### config.mk
export PLATFORM = sky130hd
export DESIGN_NAME = usb_cmd_engine
export DESIGN_NICKNAME = d
export VERILOG_FILES = /design/src/common/usb_cmd_pkg.sv /design/src/design/usb_cmd_engine.sv
export SDC_FILE = /design/constraint.sdc
export NUM_CORES = 1
export LEC_CHECK = 0
export BUFFER_PORTS_ARGS = -buffer_cell sky130_fd_sc_hd__buf_4
export CAP_MARGIN = 20
export CORE_MARGIN = 8
export CORE_UTILIZATION = 54
export CTS_CLUSTER_SIZE = 25
export DETAILED_ROUTE_END_ITERATION = 12
export PLACE_DENSITY = 0.92
export SETUP_SLACK_MARGIN = 0.3
export SYNTH_ARGS = -nofsm -noshare
export SYNTH_HDL_FRONTEND = slang
export SYNTH_SLANG_ARGS = --single-unit
### constraint.sdc
create_clock -name clk_sys -period 8.8 [get_ports clk_sys]
set_input_delay 2.2 -clock clk_sys [delete_from_list [all_inputs] [get_ports clk_sys]]
set_output_delay 2.2 -clock clk_sys [all_outputs]
set_load 0.03 [all_outputs]
### src/common/usb_cmd_pkg.sv
// constants and types for the protocol engine command interpreter
package usb_cmd_pkg;
  // command word layout
  localparam int CODE_LSB = 16;
  localparam int PHASE_LSB = 8;
  localparam logic [7:0] PHASE_COMMAND = 8'h05;
  localparam logic [7:0] PHASE_WRITE = 8'h01;
  localparam logic [7:0] PHASE_READ = 8'h02;
  // device command codes
  localparam logic [7:0] CMD_SET_ADDRESS = 8'hD0;
  localparam logic [7:0] CMD_CONFIGURE = 8'hD8;
  localparam logic [7:0] CMD_SET_MODE = 8'hF3;
  localparam logic [7:0] CMD_FRAME_NUMBER = 8'hF5;
  localparam logic [7:0] CMD_TEST_REG = 8'hFD;
  localparam logic [7:0] CMD_DEVICE_STATUS = 8'hFE;
  localparam logic [7:0] CMD_ERROR_CODE = 8'hFF;
  localparam logic [7:0] CMD_ERROR_STATUS = 8'hFB;
  localparam logic [7:0] CMD_CLEAR_BUFFER = 8'hF2;
  localparam logic [7:0] EP_LAST = 8'h1F;
  localparam logic [7:0] EP_CLR_FIRST = 8'h40;
  localparam logic [7:0] EP_CLR_LAST = 8'h5F;
  // interrupt status bits
  localparam logic [7:0] INT_CMD_EMPTY = 8'h10;
  localparam logic [7:0] INT_DATA_FULL = 8'h20;
  // field positions, widths and fixed values
  localparam int ADDR_EN_BIT = 7;
  localparam int CONF_BIT = 0;
  localparam logic [15:0] TEST_VALUE = 16'hA50F;
  localparam int FRAME_W = 11;
  localparam logic [6:0] ADDR_RESET = 7'h00;
  typedef enum logic [3:0] {
    K_NONE, K_SET_ADDR, K_CONFIG, K_SET_MODE, K_FRAME, K_TEST, K_DEV_STATUS,
    K_ERR_CODE, K_ERR_STATUS, K_SELECT_EP, K_SELECT_CLR, K_CLEAR_BUF
  } cmd_kind_t;
endpackage

### src/design/usb_cmd_engine.sv
// command interpreter of the usb protocol engine
`timescale 1ns/1ps
`default_nettype none
module usb_cmd_engine
  import usb_cmd_pkg::*;
(
  // clock and reset
  input  wire logic                   clk_sys,
  input  wire logic                   reset,
  // command code register write
  input  wire logic                   cmd_wr,
  input  wire logic [31:0]            cmd_wdata,
  // command data register read
  input  wire logic                   data_rd,
  // interrupt clear register write
  input  wire logic                   int_clr_wr,
  input  wire logic [7:0]             int_clr_data,
  // usb side events
  input  wire logic                   bus_reset,
  input  wire logic                   status_stage_done,
  input  wire logic                   sof_valid,
  input  wire logic [10:0]            sof_frame,
  input  wire logic [7:0]             ep_status_in,
  input  wire logic [7:0]             clr_buf_result_in,
  input  wire logic [7:0]             dev_status_in,
  input  wire logic [7:0]             err_code_in,
  input  wire logic [7:0]             err_status_in,
  input  wire logic                   pin_function_select,
  // register results
  output logic [7:0]                  device_int_status,
  output logic [7:0]                  command_data_reg,
  // device control outputs
  output logic [6:0]                  function_address,
  output logic                        function_enable,
  output logic                        configured_flag,
  output logic                        good_link,
  output logic                        ctrl_ep_enable,
  output logic                        data_ep_enable,
  output logic [4:0]                  selected_ep,
  output logic                        ep_clear_int,
  output logic                        ep_set_status,
  output logic                        clear_buffer,
  output logic [7:0]                  wr_data,
  output logic                        set_mode_wr,
  output logic                        dev_status_wr
);
  import usb_cmd_pkg::*;

  typedef struct packed {
    logic       cmd_empty;
    logic       data_full;
    logic [7:0] result;
    cmd_kind_t  kind;
    logic [7:0] code;
    logic       byte_idx;
    logic [6:0] addr_pend;
    logic       addr_pend_vld;
    logic       last_was_addr;
    logic [6:0] addr;
    logic       enable;
    logic       configured;
    logic       good_link;
    logic [10:0] frame;
    logic [4:0] sel_ep;
    logic       clr_int;
    logic       set_stat;
    logic       clr_buf;
    logic [7:0] wdata;
    logic       mode_wr;
    logic       stat_wr;
  } state_t;

  state_t st_ff;
  state_t nxt_st;

  // ----------------------------------------
  // code decode
  // ----------------------------------------
  function automatic cmd_kind_t decode(input logic [7:0] c);
    if (c <= EP_LAST) begin
      decode = K_SELECT_EP;
    end else if (c >= EP_CLR_FIRST && c <= EP_CLR_LAST) begin
      decode = K_SELECT_CLR;
    end else begin
      case (c)
        CMD_SET_ADDRESS:   decode = K_SET_ADDR;
        CMD_CONFIGURE:     decode = K_CONFIG;
        CMD_SET_MODE:      decode = K_SET_MODE;
        CMD_FRAME_NUMBER:  decode = K_FRAME;
        CMD_TEST_REG:      decode = K_TEST;
        CMD_DEVICE_STATUS: decode = K_DEV_STATUS;
        CMD_ERROR_CODE:    decode = K_ERR_CODE;
        CMD_ERROR_STATUS:  decode = K_ERR_STATUS;
        CMD_CLEAR_BUFFER:  decode = K_CLEAR_BUF;
        default:           decode = K_NONE;
      endcase
    end
  endfunction

  logic [7:0] w_code;
  logic [7:0] w_phase;
  logic       w_frame_ok;
  assign w_code  = cmd_wdata[CODE_LSB +: 8];
  assign w_phase = cmd_wdata[PHASE_LSB +: 8];
  assign w_frame_ok = (cmd_wdata[31:24] == 8'h00) && (cmd_wdata[7:0] == 8'h00);

  // ----------------------------------------
  // next state
  // ----------------------------------------
  always_comb begin
    nxt_st = st_ff;
    nxt_st.clr_int  = 1'b0;
    nxt_st.set_stat = 1'b0;
    nxt_st.clr_buf  = 1'b0;
    nxt_st.mode_wr  = 1'b0;
    nxt_st.stat_wr  = 1'b0;
    if (int_clr_wr) begin
      if ((int_clr_data & INT_CMD_EMPTY) != 8'h00) begin
        nxt_st.cmd_empty = 1'b0;
      end
      if ((int_clr_data & INT_DATA_FULL) != 8'h00) begin
        nxt_st.data_full = 1'b0;
      end
    end
    if (sof_valid) begin
      nxt_st.frame = sof_frame;
    end
    if (status_stage_done && st_ff.addr_pend_vld) begin
      nxt_st.addr = st_ff.addr_pend;
      nxt_st.addr_pend_vld = 1'b0;
    end
    if (cmd_wr && w_frame_ok) begin
      // each phase consumed in one cycle; set beats clear
      nxt_st.cmd_empty = 1'b1;
      if (w_phase == PHASE_COMMAND) begin
        nxt_st.code = w_code;
        nxt_st.kind = decode(w_code);
        nxt_st.byte_idx = 1'b0;
        nxt_st.last_was_addr = (decode(w_code) == K_SET_ADDR);
        if (decode(w_code) == K_SELECT_EP || decode(w_code) == K_SELECT_CLR) begin
          nxt_st.sel_ep = w_code[4:0];
        end
        if (decode(w_code) == K_CLEAR_BUF) begin
          nxt_st.clr_buf = 1'b1;
        end
      end else if (w_phase == PHASE_WRITE) begin
        nxt_st.wdata = w_code;
        case (st_ff.kind)
          K_SET_ADDR: begin
            nxt_st.enable = w_code[ADDR_EN_BIT];
            if (st_ff.addr_pend_vld) begin
              nxt_st.addr = w_code[6:0];
              nxt_st.addr_pend_vld = 1'b0;
            end else begin
              nxt_st.addr_pend = w_code[6:0];
              nxt_st.addr_pend_vld = 1'b1;
            end
          end
          K_CONFIG:     nxt_st.configured = w_code[CONF_BIT];
          K_SET_MODE:   nxt_st.mode_wr = 1'b1;
          K_DEV_STATUS: nxt_st.stat_wr = 1'b1;
          K_SELECT_CLR: nxt_st.set_stat = 1'b1;
          default:      nxt_st.wdata = st_ff.wdata;
        endcase
      end else if (w_phase == PHASE_READ && w_code == st_ff.code) begin
        // one result byte per read phase
        nxt_st.byte_idx = ~st_ff.byte_idx;
        nxt_st.data_full = 1'b1;
        case (st_ff.kind)
          K_FRAME:      nxt_st.result = st_ff.byte_idx ?
                                        {5'h00, st_ff.frame[FRAME_W-1:8]} : st_ff.frame[7:0];
          K_TEST:       nxt_st.result = st_ff.byte_idx ? TEST_VALUE[15:8] : TEST_VALUE[7:0];
          K_DEV_STATUS: nxt_st.result = dev_status_in;
          K_ERR_CODE:   nxt_st.result = err_code_in;
          K_ERR_STATUS: nxt_st.result = err_status_in;
          K_SELECT_EP:  nxt_st.result = ep_status_in;
          K_SELECT_CLR: begin
            nxt_st.result = ep_status_in;
            nxt_st.clr_int = 1'b1;
          end
          K_CLEAR_BUF:  nxt_st.result = clr_buf_result_in;
          default:      nxt_st.result = 8'h00;
        endcase
      end
      if (w_phase != PHASE_COMMAND) begin
        nxt_st.last_was_addr = 1'b0;
      end
    end else if (cmd_wr) begin
      nxt_st.cmd_empty = 1'b1;
    end
    if (bus_reset) begin
      nxt_st.addr = ADDR_RESET;
      nxt_st.enable = 1'b1;
      nxt_st.addr_pend_vld = 1'b0;
    end
    nxt_st.good_link = nxt_st.configured && pin_function_select;
  end

  // ----------------------------------------
  // registers
  // ----------------------------------------
  always_ff @(posedge clk_sys) begin
    if (reset) begin
      st_ff <= '{cmd_empty: 1'b1, kind: K_NONE, addr: ADDR_RESET, default: '0};
    end else begin
      st_ff <= nxt_st;
    end
  end

  // ----------------------------------------
  // outputs
  // ----------------------------------------
  assign device_int_status = (st_ff.cmd_empty ? INT_CMD_EMPTY : 8'h00)
                           | (st_ff.data_full ? INT_DATA_FULL : 8'h00);
  assign command_data_reg  = st_ff.result;
  assign function_address  = st_ff.addr;
  assign function_enable   = st_ff.enable;
  assign configured_flag   = st_ff.configured;
  assign good_link         = st_ff.good_link;
  assign ctrl_ep_enable    = 1'b1;
  assign data_ep_enable    = st_ff.configured;
  assign selected_ep       = st_ff.sel_ep;
  assign ep_clear_int      = st_ff.clr_int;
  assign ep_set_status     = st_ff.set_stat;
  assign clear_buffer      = st_ff.clr_buf;
  assign wr_data           = st_ff.wdata;
  assign set_mode_wr       = st_ff.mode_wr;
  assign dev_status_wr     = st_ff.stat_wr;

  logic unused_rd;
  assign unused_rd = data_rd;
endmodule // usb_cmd_engine
`default_nettype wire

==> results.cfg <==
[hold_path]
min_delay_path_depth = 2
holdCritStartpoint = st_ff[69]
worstHoldEndpoint = st_ff[69]
hold_class = reg2reg

[sta]
finalHoldWorstSlack_ns = 0.458
timing.max_slew.rel_slack = 0.307
rsz_0062_raised_after_global_routing = no
timing.fmax_mhz = 225
number_of_endpoints_with_negative_hold_slack_in_the_final_report = 0
finalSetupViolCount = 0
timing.final.crit_share = 0.505
timing.clock.skew_ns = 0.0138
drv_slew = 0
worst_slew_pin_slew_ns = 1.04
tns_ns = 0
min_period_ns = 4.45

[synth]
syn_avg_cell_area_um2 = 8.76
register_bit_total_from_synthesis = 70
synth_top_cells_by_count = 70 x dfxtp_1, 54 x mux2i_1, 53 x nor2_1, 39 x buf_4, 26 x clkbuf_1
most_numerous_cell_in_the_yosys_netlist = dfxtp_1
synth-warning-count = 0
async_flop_share = 0
yosys.area.top_type_share = 0.357
yosysUniqueCellTypes = 58
synth_flop_cell = dfxtp_1
post_synth_inst_count = 448
syn-cell-area_um2 = 3920
sequential_cell_area_fraction_in_the_yosys_report = 0.357
synth_enable_flop_cells = 0
netlist.top_cell.by_area = dfxtp_1
synth_top_cells_by_area = dfxtp_1 36%, mux2i_1 14%, buf_4 7.5%

[die]
design.portCount = 146
dieArea_um2 = 10200
die-height_um = 101
placement_row_count = 31
initial_utilization = 0.550
core_area_um2 = 7140
die_x_um = 101

[worst_setup_path]
timing.rr.end = st_ff[46]
worst_ep_required_time_ns = 9.04
max_stage_delay_ns = 0.63
critical_path.max_fanout = 11
timing.critical_path.slowest_stage_cell = or4b_4
worstSetupEndpointType = flop
worst_r2r_path_depth = 5
crit_chain = buf_4 > or4_1 > or4b_4 > nand2b_1 > or2_1 > o311a_1
r2r_slack_ns = 6.07
critical_path.top_delay_family = simple AND/OR/NAND/NOR gates
crit_type = in2reg
critPathLaunchType = input pin
worstReg2RegStart = st_ff[57]
worstPathBufferInverterCount = 1
worst_ep_arrival_time_ns = 4.69

[place]
buffer_ports.inserted = 131
numPlacedInstances = 611
globalplace.congestion = 0.910
place.detailed.hpwl_mm = 8.43

[finish]
final_net_count = 625
num-fill-cells = 590
number_of_diodes = 0
seqCellArea_um2 = 1400
synth_to_final_area_change_pct = 24.0
multiInputGateArea_um2 = 2070
number_of_flip_flops_under_the_largest_register_name = 34
share_of_post_route_cells_with_drive_strength_above_1 = 0.311
fin_cells = 629

[routing]
drt-pass1-iter-count = 5
vias = 3664
route.detailed.wl_per_inst_um = 17.9
post-route-drc-count = 0
routed_via_density = 5.83
drtAntennaViolNets = 0
finalWirelength_mm = 11.3
dr.first_iter.drc_count = 231

[clock_network]
post_cts_resize_count = 0
clock_insertion_delay_worst_skew_ns = 0.35
cts.clk_slew.worst_paths_ns = 0.08
cts-root-to-sink-buffers = 2
number_of_setup_buffers_added_after_cts = 0
numClockSinks = 70
tritoncts = built
tritoncts.num_buffers = 9
hold_buffers = 0
cts-root-buf = clkbuf_8
clock_tree.htree_level_count = 3

[global_route]
grt.overflow.total = 0
gr-usage-all-layers = 0.216
wire_length_of_the_first_global_routing_pass_mm = 17.6
initial_antenna_violation_count = 0
maximum_number_of_pins_on_one_net_before_global_route_repair = 62
via_count_of_the_first_global_routing_pass = 3626

[pwr]
vdd.ir_drop.worst_uv = 96.7
pwr_density_cell_nw_per_um2 = 141
cellLeakagePower_nw = 1.91

[status]
run_status = finished, final reports clean

[job]
drv_cap = 0
-- cells by family after synthesis --
group | share of synthesized area
and+or+nand+nor | 0.209
buffers and inverters | 0.120
AOI/OAI and AO/OA | 0.143
DFF | 0.357
muxes | 0.147
xor gates and xnor gates | 0.0223
other | 0.00191
-- worst register-to-register path: stages, from the launching register on --
cell      delay [ns]
dfxtp_1         1.01
nand2b_1        0.20
or4_1           0.54
nor4_4          0.51
mux2i_1         0.28
nor2_1          0.05
-- routing by layer --
metal	global-route usage	vias up	wire (um)
met1	0.240	1700	4330
met3	0.0701	28	1280
li1	-	1724	-
met4	0.0905	0	269
met2	0.368	212	5390
met5	0	-	0
-- layout by cell type (no fill, tap or decap), types with 8 or more instances in the layout --
cell / n
a211oi_1: 20
nor4_1: 8
inv_1: 8
buf_4: 132
nor3_1: 9
xor2_1: 9
mux2i_1: 54
nand2_1: 20
nand3_1: 16
dfxtp_1: 70
clkbuf_8: 9
nor2_1: 53
-- worst max path at each step --
stage	to	depth (start not counted)	from	slack (ns)
4_1_cts	st_ff[58]	6	cmd_wdata[25]	4.24
5_1_grt	wr_data[4]	6	cmd_wdata[25]	4.26
3_3_place_gp	st_ff[52]	6	cmd_wdata[12]	3.96
3_5_place_dp	st_ff[58]	6	cmd_wdata[25]	3.90
2_1_floorplan	command_data_reg[4]	8	cmd_wdata[12]	4.33
6_report	command_data_reg[2]	6	cmd_wdata[25]	4.35
-- where the power goes --
part           leakage, nW  internal (W)  switching [W]
registers            0.566      0.000320     0.00000188
clock network        0.115      0.000164       0.000134
logic                 1.23     0.0000358      0.0000326
-- per-stage QoR --
stage	cell area, um^2	total power, W	worst slack, ns	utilization
final	4870	0.000687	4.35	0.682
after global routing	4870	0.000711	4.26	0.682
after CTS	4850	0.000691	4.24	0.679
after detailed placement	4620	0.000397	3.90	0.647
after global placement	4620	0.000395	3.96	0.647
after floorplan	3940	0.000360	4.33	-
-- area by class of cell --
class	instances	area share
Clock buffer	9	0.0255
Inverter	9	0.00694
Clock inverter	7	0.0213
Sequential cell	70	0.288
Tap cell	99	0.0255
Timing Repair Buffer	134	0.208
Multi-Input combinational cell	301	0.425
(Power assumes the default switching activity.)
